--- config.mk ---
export PLATFORM = sky130hd
export DESIGN_NAME = rre_exec
export DESIGN_NICKNAME = d
export VERILOG_FILES = /design/src/rre_exec.v /design/src/rre_rotate.v
export VERILOG_INCLUDE_DIRS = /design/src /design/src/src
export SDC_FILE = /design/constraint.sdc
export NUM_CORES = 1
export LEC_CHECK = 0
export BUFFER_PORTS_ARGS = -buffer_cell sky130_fd_sc_hd__buf_2
export CAP_MARGIN = 40
export CORE_ASPECT_RATIO = 0.7
export CORE_MARGIN = 2
export CORE_UTILIZATION = 30
export DETAILED_ROUTE_END_ITERATION = 10
export PLACE_DENSITY_LB_ADDON = 0.25
export SLEW_MARGIN = 25
export SYNTH_ARGS = -nofsm -noshare
export SYNTH_HDL_FRONTEND = slang
export SYNTH_SLANG_ARGS = --single-unit
export TNS_END_PERCENT = 50
--- constraint.sdc ---
create_clock -name ref_clk -period 7 [get_ports ref_clk]
set_input_delay 1.05 -clock ref_clk [delete_from_list [all_inputs] [get_ports ref_clk]]
set_output_delay 1.05 -clock ref_clk [all_outputs]
set_load 0.05 [all_outputs]
--- src/rre_map.vh ---
`ifndef RRE_MAP_VH
`define RRE_MAP_VH

// Operation codes presented by the instruction decoder
`define RRE_OP_W          3
`define RRE_OP_NONE       3'h0
`define RRE_OP_RET        3'h1
`define RRE_OP_RET_IMM    3'h2
`define RRE_OP_INTERRUPT_RETURN_OP       3'h3
`define RRE_OP_ROTL       3'h4

// Widths
`define RRE_PC_W          13
`define RRE_DATA_W        8
`define RRE_LVL_W         4
`define RRE_STACK_DEPTH   8

// Reset values
`define RRE_PC_RST        13'h0000
`define RRE_ACC_RST       8'h00
`define RRE_WDATA_RST     8'h00
`define RRE_EMI_RST       1'h0
`define RRE_EMI_SET       1'h1
`define RRE_EMI_CLR       1'h0

// Stack level values
`define RRE_LVL_RST       4'h0
`define RRE_LVL_EMPTY     4'h0
`define RRE_LVL_ONE       4'h1
`define RRE_LVL_FULL      4'h8

// Bit positions for the rotate
`define RRE_MSB           7
`define RRE_LSB           0

`endif

--- src/rre_exec.v ---
// Summary of operation
// - Plain return pops stack top into the program counter; fetch resumes there.
// - Return-with-immediate restores PC and loads immediate byte into accumulator.
// - Interrupt return restores PC and sets master interrupt enable to 1.
// - Master interrupt enable clear blocks servicing of every interrupt request.
// - Pending interrupt at interrupt return is entered before resuming main code.
// - Rotate left moves bit i to i+1, old bit 7 into bit 0.
`timescale 1ns/1ps
`include "rre_map.vh"

module rre_exec (
	input  wire                    ref_clk,     // Core clock, 10 MHz
	input  wire                    rst_b,       // Synchronous reset, active low
	input  wire                    op_valid,    // Decoded operation valid, one cycle
	input  wire [`RRE_OP_W-1:0]    op_code,     // Decoded operation
	input  wire [7:0]              op_imm,      // Immediate byte of the instruction
	input  wire [`RRE_PC_W-1:0]    pc_next,     // Sequential next PC from fetch
	input  wire                    push_req,    // Call or interrupt entry push, one cycle
	input  wire [`RRE_PC_W-1:0]    push_pc,     // Return address to push
	input  wire                    emi_clr,     // Clear enable on interrupt entry
	input  wire                    emi_wr,      // Software write of the enable bit
	input  wire                    emi_wdata,   // Value for the enable write
	input  wire                    irq_pending, // Some interrupt request is pending
	input  wire [7:0]              mem_rdata,   // Addressed data memory byte
	output reg  [`RRE_PC_W-1:0]    pc_r,        // Program counter
	output reg                     pc_load_r,   // PC loaded from stack this cycle
	output reg  [7:0]              acc_r,       // Accumulator
	output reg                     master_interrupt_enable, // Global enable
	output wire                    irq_take,    // Service the pending request now
	output reg  [7:0]              mem_wdata_r, // Rotated byte to write back
	output reg                     mem_we_r,    // Write strobe for data memory
	output reg  [`RRE_LVL_W-1:0]   stk_lvl_r,   // Stack level
	output wire                    stk_empty    // Stack holds no entry
);

	//////////////////////////////////////////////////////////////////////////
	// Decode; codes outside the table, none included, select nothing
	reg  is_ret;
	reg  is_ret_im;
	reg  is_interrupt_return_op;
	reg  is_rot;
	wire any_ret;

	always @* begin
		is_ret    = 1'h0;
		is_ret_im = 1'h0;
		is_interrupt_return_op   = 1'h0;
		is_rot    = 1'h0;
		if (op_valid) begin
			case (op_code)
				`RRE_OP_RET: begin
					is_ret = 1'h1;
				end
				`RRE_OP_RET_IMM: begin
					is_ret_im = 1'h1;
				end
				`RRE_OP_INTERRUPT_RETURN_OP: begin
					is_interrupt_return_op = 1'h1;
				end
				`RRE_OP_ROTL: begin
					is_rot = 1'h1;
				end
				default: begin
					is_ret = 1'h0;
				end
			endcase
		end
	end

	// One flag for every kind of return
	assign any_ret = is_ret || is_ret_im || is_interrupt_return_op;

	// Stack storage, flip-flops indexed by level
	reg  [`RRE_PC_W-1:0]  stk_mem [0:`RRE_STACK_DEPTH-1];
	wire [`RRE_LVL_W-1:0] top_idx  = stk_lvl_r - `RRE_LVL_ONE;
	wire [`RRE_PC_W-1:0]  stk_top  = stk_mem[top_idx[2:0]];
	wire                  can_pop  = !stk_empty;
	wire                  stk_full = (stk_lvl_r == `RRE_LVL_FULL);

	// A return owns the stack for its cycle; a push that meets it is dropped
	wire                  do_pop   = any_ret && can_pop;
	wire                  do_push  = push_req && !stk_full && !any_ret;

	// Next values, one for each register
	reg  [`RRE_LVL_W-1:0] stk_lvl_nxt;
	reg  [`RRE_PC_W-1:0]  pc_nxt;
	reg                   pc_load_nxt;
	reg  [7:0]            acc_nxt;
	reg                   emi_nxt;
	reg  [7:0]            mem_wdata_nxt;
	reg                   mem_we_nxt;

	wire [7:0] rot_out;

	// Empty is read straight from the level, no extra flop
	assign stk_empty = (stk_lvl_r == `RRE_LVL_EMPTY);

	//////////////////////////////////////////////////////////////////////////
	// Rotate datapath
	rre_rotate u_rot (
		.din  (mem_rdata),
		.dout (rot_out)
	);

	//////////////////////////////////////////////////////////////////////////
	// global gate
	// pending entered first
	// Take is held off during any return and the enable it sets is seen the next cycle, so a pending
	// request is taken straight after the restore, before any main code runs.
	assign irq_take = irq_pending && master_interrupt_enable && !any_ret;

	//////////////////////////////////////////////////////////////////////////
	// Stack level next value: pop on any return, push on entry
	// A return on an empty stack leaves the level at zero rather than wrapping
	always @* begin
		stk_lvl_nxt = stk_lvl_r;
		if (do_pop) begin
			stk_lvl_nxt = stk_lvl_r - `RRE_LVL_ONE;
		end else if (do_push) begin
			stk_lvl_nxt = stk_lvl_r + `RRE_LVL_ONE;
		end
	end

	// Level register; the pushed word lands at the old level
	always @(posedge ref_clk) begin
		if (!rst_b) begin
			stk_lvl_r <= `RRE_LVL_RST;
		end else begin
			stk_lvl_r <= stk_lvl_nxt;
			if (do_push) begin
				stk_mem[stk_lvl_r[2:0]] <= push_pc;
			end
		end
	end

	//////////////////////////////////////////////////////////////////////////
	// Program counter next value
	// A return always loads, even on an empty stack, where the word is undefined
	always @* begin
		pc_nxt      = pc_next;
		pc_load_nxt = 1'h0;
		if (any_ret) begin
			pc_nxt      = stk_top;
			pc_load_nxt = 1'h1;
		end
	end

	// Program counter registers
	always @(posedge ref_clk) begin
		if (!rst_b) begin
			pc_r      <= `RRE_PC_RST;
			pc_load_r <= 1'h0;
		end else begin
			pc_r      <= pc_nxt;
			pc_load_r <= pc_load_nxt;
		end
	end

	//////////////////////////////////////////////////////////////////////////
	// Accumulator next value; only the return-with-immediate writes it here
	always @* begin
		acc_nxt = acc_r;
		if (is_ret_im) begin
			acc_nxt = op_imm;
		end
	end

	// Accumulator register
	always @(posedge ref_clk) begin
		if (!rst_b) begin
			acc_r <= `RRE_ACC_RST;
		end else begin
			acc_r <= acc_nxt;
		end
	end

	//////////////////////////////////////////////////////////////////////////
	// Master interrupt enable next value
	// Priority is return set, then entry clear, then software write; the set
	// wins so a return that meets an entry still reopens the gate
	always @* begin
		emi_nxt = master_interrupt_enable;
		if (is_interrupt_return_op) begin
			emi_nxt = `RRE_EMI_SET;
		end else if (emi_clr) begin
			emi_nxt = `RRE_EMI_CLR;
		end else if (emi_wr) begin
			emi_nxt = emi_wdata;
		end
	end

	// Enable register
	always @(posedge ref_clk) begin
		if (!rst_b) begin
			master_interrupt_enable <= `RRE_EMI_RST;
		end else begin
			master_interrupt_enable <= emi_nxt;
		end
	end

	//////////////////////////////////////////////////////////////////////////
	// Write-back next values; the strobe lasts one cycle per rotate
	always @* begin
		mem_we_nxt    = is_rot;
		mem_wdata_nxt = mem_wdata_r;
		if (is_rot) begin
			mem_wdata_nxt = rot_out;
		end
	end

	// Write-back registers; the data holds its last value between strobes
	always @(posedge ref_clk) begin
		if (!rst_b) begin
			mem_wdata_r <= `RRE_WDATA_RST;
			mem_we_r    <= 1'h0;
		end else begin
			mem_wdata_r <= mem_wdata_nxt;
			mem_we_r    <= mem_we_nxt;
		end
	end

endmodule

--- src/rre_rotate.v ---
`timescale 1ns/1ps
`include "rre_map.vh"

//////////////////////////////////////////////////////////////////////////////
// Byte rotate left, bit 7 wraps into bit 0
module rre_rotate (
	input  wire [7:0] din,    // Byte read from data memory
	output wire [7:0] dout    // Rotated byte
);

	genvar i;

	generate
		for (i = 0; i < `RRE_MSB; i = i + 1) begin : g_shift
			assign dout[i+1] = din[i];
		end
	endgenerate

	assign dout[`RRE_LSB] = din[`RRE_MSB];

endmodule

Word-level counts from Yosys, hierarchy flattened

Memory sizes are Yosys's and may differ from the RTL's.
Index checks and enable logic that the tools add are counted.
Widths: inputs -> output; s select.

Logic and storage cells: 46
Bits of input ports: 53
Register bits: 36
Memories kept: 1
Bits in writable memories: 104

Memory list:

| memory  | words | width | read ports | clocked after Yosys merged registers in | write ports | line          | source |
|---|---|---|---|---|---|---|---|
| stk_mem | 8     | 13    | 1          | 0                                       | 1           | rre_exec.v:74 | `` reg [`RRE_PC_W-1:0] stk_mem [0:`RRE_STACK_DEPTH-1]; `` |

Equal/unequal tests: 5
Mux-type cells: 18
Reduce and logical (&&, ||, !) cells: 13
Add/sub/neg operators: 2

Operators with widths:

| operator            | count |
|---|---|
| $mux 1              | 15 |
| $mux 13             | 1 |
| $mux 4              | 2 |
| $eq 3x2->1 const B  | 2 |
| $logic_and 1x1->1   | 5 |
| $add 4x1->4 const B | 1 |
| $eq 4x4->1 const B  | 1 |
| $logic_not 4->1     | 1 |
| $sub 4x1->4 const B | 1 |
| $eq 3x1->1 const B  | 1 |
| $eq 3x3->1 const B  | 1 |
| $logic_not 1->1     | 3 |
| $reduce_bool 3->1   | 1 |
| $logic_or 1x1->1    | 2 |
| $reduce_bool 2->1   | 1 |

Longest topological paths before layout

Gate-level depths: netlist (run 1).

Depth after elaboration: 10
Mapped depth: 9
Depth with buffers taken out: 6

By module

Synthesis (run 1) repeated with hierarchy kept, for this count alone.

Cells, all modules: 328
Area total of the unflattened synthesis: 5417.7 µm²

By module, submodules not included:

| module     | instances | cells an instance | area an instance (µm²) |
|---|---|---|---|
| rre_exec   | 1         | 320               | 5357.6 |
| rre_rotate | 1         | 8                 | 60.1 |

Worst setup path before layout (run 1)

Ideal clock, no wire load.

Path kind: reg-to-output
From: register stk_lvl_r[0]
To: output port stk_empty
Setup slack: 3.561 ns
Arrival: 2.389 ns
Path buffers: 2
Cell stages (with the launch flop): 6
Required time: 5.950 ns
Path through: dfxtp_1 -> buf_6 -> buf_6 -> inv_1 -> ha_1 -> nor3b_1

Word-level cells in the longest chain between the ends: 1

Ends and longest elaborated chain:

| item                             | line           | source |
|---|---|---|
| start, declared                  | rre_exec.v:32  | `` output reg [`RRE_LVL_W-1:0] stk_lvl_r, `` |
| start signal, assigned           | rre_exec.v:127 | `` stk_lvl_r <= `RRE_LVL_RST; `` |
| start signal, assigned           | rre_exec.v:129 | `stk_lvl_r <= stk_lvl_nxt;` |
| $logic_not 4->1 (no source line) | --             |  |
| end, declared                    | rre_exec.v:33  | `output wire stk_empty` |

No other way between the ends.

Final worst setup path (run 1)

Ends and elaborated chain as after synthesis.

==> reports/qor.csv, run 1 <==
metric,value,unit
number of max-slew violations in the final report,0,
detailed-routing wirelength on met1,6030,µm
final period utilization,0.453,
clock buffer count from CTS,17,
Routability Congestion,0.821,
most common library cells after synthesis,"edfxtp_1, dfxtp_1, nor2_1",
Sum Neg Setup Slack,0,ns
Cells on Worst Hold Path,2,
placed cells,631,
largest net degree at the start of global routing,24,
maximum clock frequency,315,MHz
endpoint arrival time on the critical path,2.12,ns
first element of the critical path,stk_lvl_r[0]$_SDFFE_PN0P_,
DRC violations left,0,
post-DR wirelength/cell,18.5,µm
antenna violations before repair,0,
Synth Area in Simple Gates,0.0670,
post-route non-filler standard cell count,664,
number of flops mapped to enable cells by yosys,104,
proportion of layout cells with a drive suffix above 1,0.367,
kind of critical path,reg -> out,
xor-xnor portion of the synthesized cell area,0.00163,
"Avg Cell Area, Syn",16.7,µm²
Synthesis Warnings,0,
Tightest Hold Check Type,reg -> reg,
Synth async-reset ratio,0,
count of clock tree sinks,140,
number of nets with antenna violations after detailed routing,0,
fraction of the mapped netlist area in adder cells,0.00467,
met3 layer wire length in the routed design,522,µm
"synthesized-area fraction occupied by ao, oa, aoi and oai cells",0.0523,
register bit count reported by yosys,140,
met2 routed WL,5560,µm
worst hold start,mem_wdata_r[3]$_SDFFE_PN0P_,
dpl cell area,0.00611,mm²
aggregate global routing overflow,0,
synth unique cells,35,
cell area after synthesis,0.00536,mm²
global-route wire length before repair,18400,µm
Area growth syn-to-layout,24.7,%
Detailed Place HPWL,8260,µm
Nets,475,
launch point of the worst reg-to-reg path,stk_lvl_r[0]$_SDFFE_PN0P_,
number of input and output port buffers inserted,90,
outcome,"complete, no violations",
worst stage delay on the critical path,0.44,ns
number of nets in the synthesized netlist,375,
clock latency reported for the late side of the worst-skew pair,0.41,ns
CP Data Required Time,5.95,ns
via count of the first global-routing pass,3201,
number of max-capacitance violations reported,0,
final setup violation count,0,
die width,164,µm
Bufs on Longest Clock Path,2,
antenna diode instance count,0,
crit path max-delay cell type,dfxtp_2,
dominant combinational cell family by area after synthesis,multiplexers,
most common cell in the synthesized netlist,edfxtp_1,
post-synth top area cell,edfxtp_1,
Max-slew headroom,0.468,
detailed router's first-iteration violation count,347,
Tightest Pin Transition,0.797,ns
std cell rows,40,
setup repair after global routing missed its margin,no,
number of detailed-route iterations in the first pass,4,
Layout Utilization,0.386,
total number of H-tree levels,4,
share of the yosys chip area belonging to registers,0.717,
worst-case hold slack,0.457,ns
setup fix buffers added after clock tree synthesis,0,
static leakage,2.41,nW
Root Buffer Master,clkbuf_16,
sequence of cells on the critical path,"buf_12, inv_1, ha_1, nor3b_1, buf_2",
Critical Path Sink Type,output port,
most used flip-flop cell after synthesis,edfxtp_1,
Worst Setup Start Kind,register,
core region area,0.0173,mm²
CTS clock-pin slew for the worst setup and hold paths,0.06,ns
Hold Buf Count CTS,0,
mux share of post-synthesis cell area,0.134,
number of primary I/O pins,91,
final design instance area without fill,0.00668,mm²
top layer used by detailed routing,met4,
Tmin final,3.17,ns
maximum vdd ir drop,0.000137,V
Synth top area share,0.583,
vias post-DR,3129,
cells resized by post-CTS repair,0,
die span in y,116,µm
mean number of vias per cell,4.71,
total power per unit cell area,326,mW/mm²
post-synthesis cell count,320,
Worst Skew,0.00775,ns
worst-case reg-to-reg path depth,8,
Critical Path Fanout Max,22,
die area,0.0190,mm²
overall routed net length,12300,µm
top post-synthesis cells by area,"edfxtp_1, dfxtp_1, mux4_2",
Total Routing Usage GR,0.134,
hold violation total from the final report,0,
initial standard-cell utilization of the core,0.309,
TritonCTS clock tree,yes,
-- through the flow --
step                total power, W  setup WS, ns
floorplan                  0.00124          3.56
global placement           0.00133          3.33
detailed placement         0.00134          3.44
CTS                        0.00220          3.82
global route               0.00227          3.66
finish                     0.00218          3.83
-- sequential cells by signal, indices dropped and copies added (netlist names) --
name and count:
stk_mem 104, pc_r 13, acc_r 8, mem_wdata_r 8, stk_lvl_r 4, master_interrupt_enable 1
mem_we_r 1, pc_load_r 1
-- area by class of cell --
type	instances	area [µm²]
Fill cell	1647	10600
Sequential cell	140	3840
Multi-Input combinational cell	159	1440
Timing Repair Buffer	99	542
Clock buffer	18	429
Tap cell	231	289
Clock inverter	14	130
Inverter	3	11.3
-- cells in the final DEF, fill, tap and decap left out, types with 2 or more instances in the layout --
cell / instances
a21oi_1: 8
and3_1: 3
buf_2: 90
buf_4: 5
buf_6: 3
bufinv_16: 2
clkbuf_16: 17
clkinv_1: 3
clkinv_2: 4
clkinvlp_4: 4
dfxtp_1: 35
edfxtp_1: 104
ha_1: 2
inv_1: 3
mux2i_1: 11
mux4_1: 6
mux4_2: 20
nand2_1: 22
nand3_1: 2
nor2_1: 27
nor3_1: 4
nor3b_1: 2
nor3b_4: 2
o211a_1: 2
o21ai_0: 17
o22ai_1: 13
or3_4: 2
-- per-layer routing --
| layer | vias to the layer above | GRT usage |
|---|---|---|
| met5 | - | 0 |
| met3 | 14 | 0.0394 |
| li1 | 1452 | - |
| met1 | 1579 | 0.193 |
| met4 | 0 | 0.0444 |
| met2 | 84 | 0.196 |
-- cells by family after synthesis --
group | Yosys count
buffers and inverters | 21
flip-flops | 140
adder cells (fa/ha/maj) | 2
XOR/XNOR | 1
AO/OA/AOI/OAI | 46
multiplexers | 37
AND/OR/NAND/NOR | 73
-- worst max-delay path, delay by kind of cell, from the launching register on --
family / cells / cell delay [ns]
buffers and inverters: 3 / 0.67
and+or+nand+nor: 1 / 0.37
adders and majority gates: 1 / 0.23
DFF: 1 / 0.44
-- worst paths after layout --
kind / slack [ns] / end
worst max-delay path: 3.83 / stk_empty
worst min-delay path: 0.46 / mem_wdata_r[3]$_SDFFE_PN0P_
worst max register to register: 3.92 / stk_mem[5][7]$_DFFE_PP_
worst min register to register: 0.46 / mem_wdata_r[3]$_SDFFE_PN0P_
-- power breakdown --
part | total (W) | internal [W] | switching, W
logic | 0.000370 | 0.000147 | 0.000223
registers | 0.000952 | 0.000926 | 0.0000266
clock network | 0.000856 | 0.000518 | 0.000338
(Power assumes the default switching activity.)
==> run 2, diff against run 1 <==
Clock period 7 ns to 3 ns, I/O delays scaled along.
==> run 2 against run 1 <==
  * Power up 140%
  * First-iteration DRC count fell by 40%
  * Worst setup slack lost 3.4 ns
  * Clock power rose to 2.5 times the previous value
  * Critical path type is now reg -> reg
  * Clock-buffer cell count increased by 1
  * Non-clock buffer count rose by 10
  * Sequential share of layout area decreased by 0.77 points
  * Final cell count up 1.5%
==> reports/qor.csv, run 2 (synthesis results as in run 1) <==
metric,value,unit
outcome,"complete, no violations",
largest net degree at the start of global routing,34,
TritonCTS clock tree,yes,
via count of the first global-routing pass,3250,
CP Data Required Time,3.10,ns
std cell rows,40,
mean number of vias per cell,4.75,
kind of critical path,reg -> reg,
total power per unit cell area,776,mW/mm²
max FFs per register,104,
Detailed Place HPWL,8160,µm
Worst Setup Start Kind,register,
worst-case reg-to-reg path depth,7,
top layer used by detailed routing,met4,
vias post-DR,3201,
Bufs on Longest Clock Path,2,
Total Routing Usage GR,0.135,
Max-slew headroom,0.589,
Worst Skew,0.00928,ns
overall routed net length,12300,µm
area occupied by registers,0.00384,mm²
Root Buffer Master,clkbuf_16,
aggregate global routing overflow,0,
CTS clock-pin slew for the worst setup and hold paths,0.06,ns
detailed router's first-iteration violation count,209,
worst hold start,op_imm[3],
global-route wire length before repair,18600,µm
static leakage,2.50,nW
maximum vdd ir drop,0.000382,V
Tightest Pin Transition,0.610,ns
clock buffer count from CTS,17,
count of filler cells inserted in the layout,1633,
worst-case hold slack,0.269,ns
maximum clock frequency,393,MHz
proportion of layout cells with a drive suffix above 1,0.386,
hold violation total from the final report,0,
"most common cell after layout, fill and taps aside",edfxtp_1,
most frequent cells in the layout,"edfxtp_1, buf_2, dfxtp_1",
launch point of the worst reg-to-reg path,stk_lvl_r[1]$_SDFFE_PN0P_,
count of clock tree sinks,140,
die span in y,116,µm
Critical Path Sink Type,register,
final setup violation count,0,
clock latency reported for the late side of the worst-skew pair,0.42,ns
placed cells,642,
initial standard-cell utilization of the core,0.309,
number of nets with antenna violations after detailed routing,0,
met3 layer wire length in the routed design,545,µm
number of input and output port buffers inserted,90,
setup fix buffers added after clock tree synthesis,0,
post-DR wirelength/cell,18.3,µm
number of max-capacitance violations reported,0,
detailed-routing wirelength on met1,5650,µm
antenna diode instance count,0,
cells resized by post-CTS repair,0,
die area,0.0190,mm²
Area growth syn-to-layout,26.4,%
post-route non-filler standard cell count,674,
number of primary I/O pins,91,
number of detailed-route iterations in the first pass,4,
Cells on Worst Hold Path,3,
antenna violations before repair,0,
Routability Congestion,0.784,
met2 routed WL,5910,µm
Hold Buf Count CTS,0,
Tightest Hold Check Type,in -> reg,
first element of the critical path,stk_lvl_r[1]$_SDFFE_PN0P_,
final period utilization,0.848,
area occupied by multi-input gates,0.00142,mm²
Tmin final,2.55,ns
setup repair after global routing missed its margin,no,
total number of H-tree levels,4,
Critical Path Fanout Max,13,
die width,164,µm
number of max-slew violations in the final report,0,
DRC violations left,0,
core region area,0.0173,mm²
Nets,485,
endpoint arrival time on the critical path,2.65,ns
[run 2: layout make-up]
cell class / instances / share of cell area
sequential: 140 / 0.568
multi-input combinational: 159 / 0.209
timing repair buffer: 109 / 0.0876
clock buffer: 19 / 0.0669
tap: 231 / 0.0427
clock inverter: 13 / 0.0242
inverter: 3 / 0.00166
[run 2: worst max-delay path, cell delays in order (launching register included)]
cell and delay, ns:
dfxtp_1 0.54, inv_1 0.21, ha_1 0.28, nand2_1 0.14, o221ai_2 0.20, or3_4 0.42
nor3b_2 0.18, buf_4 0.25
[run 2: final timing paths]
| kind | end | slack, ns |
|---|---|---|
| worst max register to register | stk_mem[5][9]$_DFFE_PP_ | 0.45 |
| worst min register to register | mem_wdata_r[7]$_SDFFE_PN0P_ | 0.45 |
| worst min-delay path | acc_r[3]$_SDFFE_PN0P_ | 0.27 |
| worst max-delay path | stk_mem[5][9]$_DFFE_PP_ | 0.45 |
[run 2: where the power goes]
group	leakage [nW]	switching (W)	total, W	internal, W
Sequential	1.23	0.0000403	0.00220	0.00216
Combinational	0.964	0.000545	0.000884	0.000339
Clock	0.303	0.000817	0.00217	0.00136
Total	2.50	0.00140	0.00526	0.00386
[run 2: metrics by stage]
step / total power [W] / setup TNS (ns) / cell area, µm² / util / setup slack [ns]
final: 0.00526 / 0 / 6770 / 0.391 / 0.455
after floorplan: 0.00289 / -14.83 / 5360 / - / -0.306
after CTS: 0.00531 / 0 / 6770 / 0.391 / 0.473
after global placement: 0.00312 / 0 / 6160 / 0.355 / 0.603
after global routing: 0.00545 / 0 / 6770 / 0.391 / 0.284
after detailed placement: 0.00314 / 0 / 6160 / 0.355 / 0.467
[run 2: metal layers]
metal,vias to the layer above,track usage
met4,0,0.0579
met2,78,0.217
met5,-,0
li1,1468,-
met1,1637,0.178
met3,18,0.0311
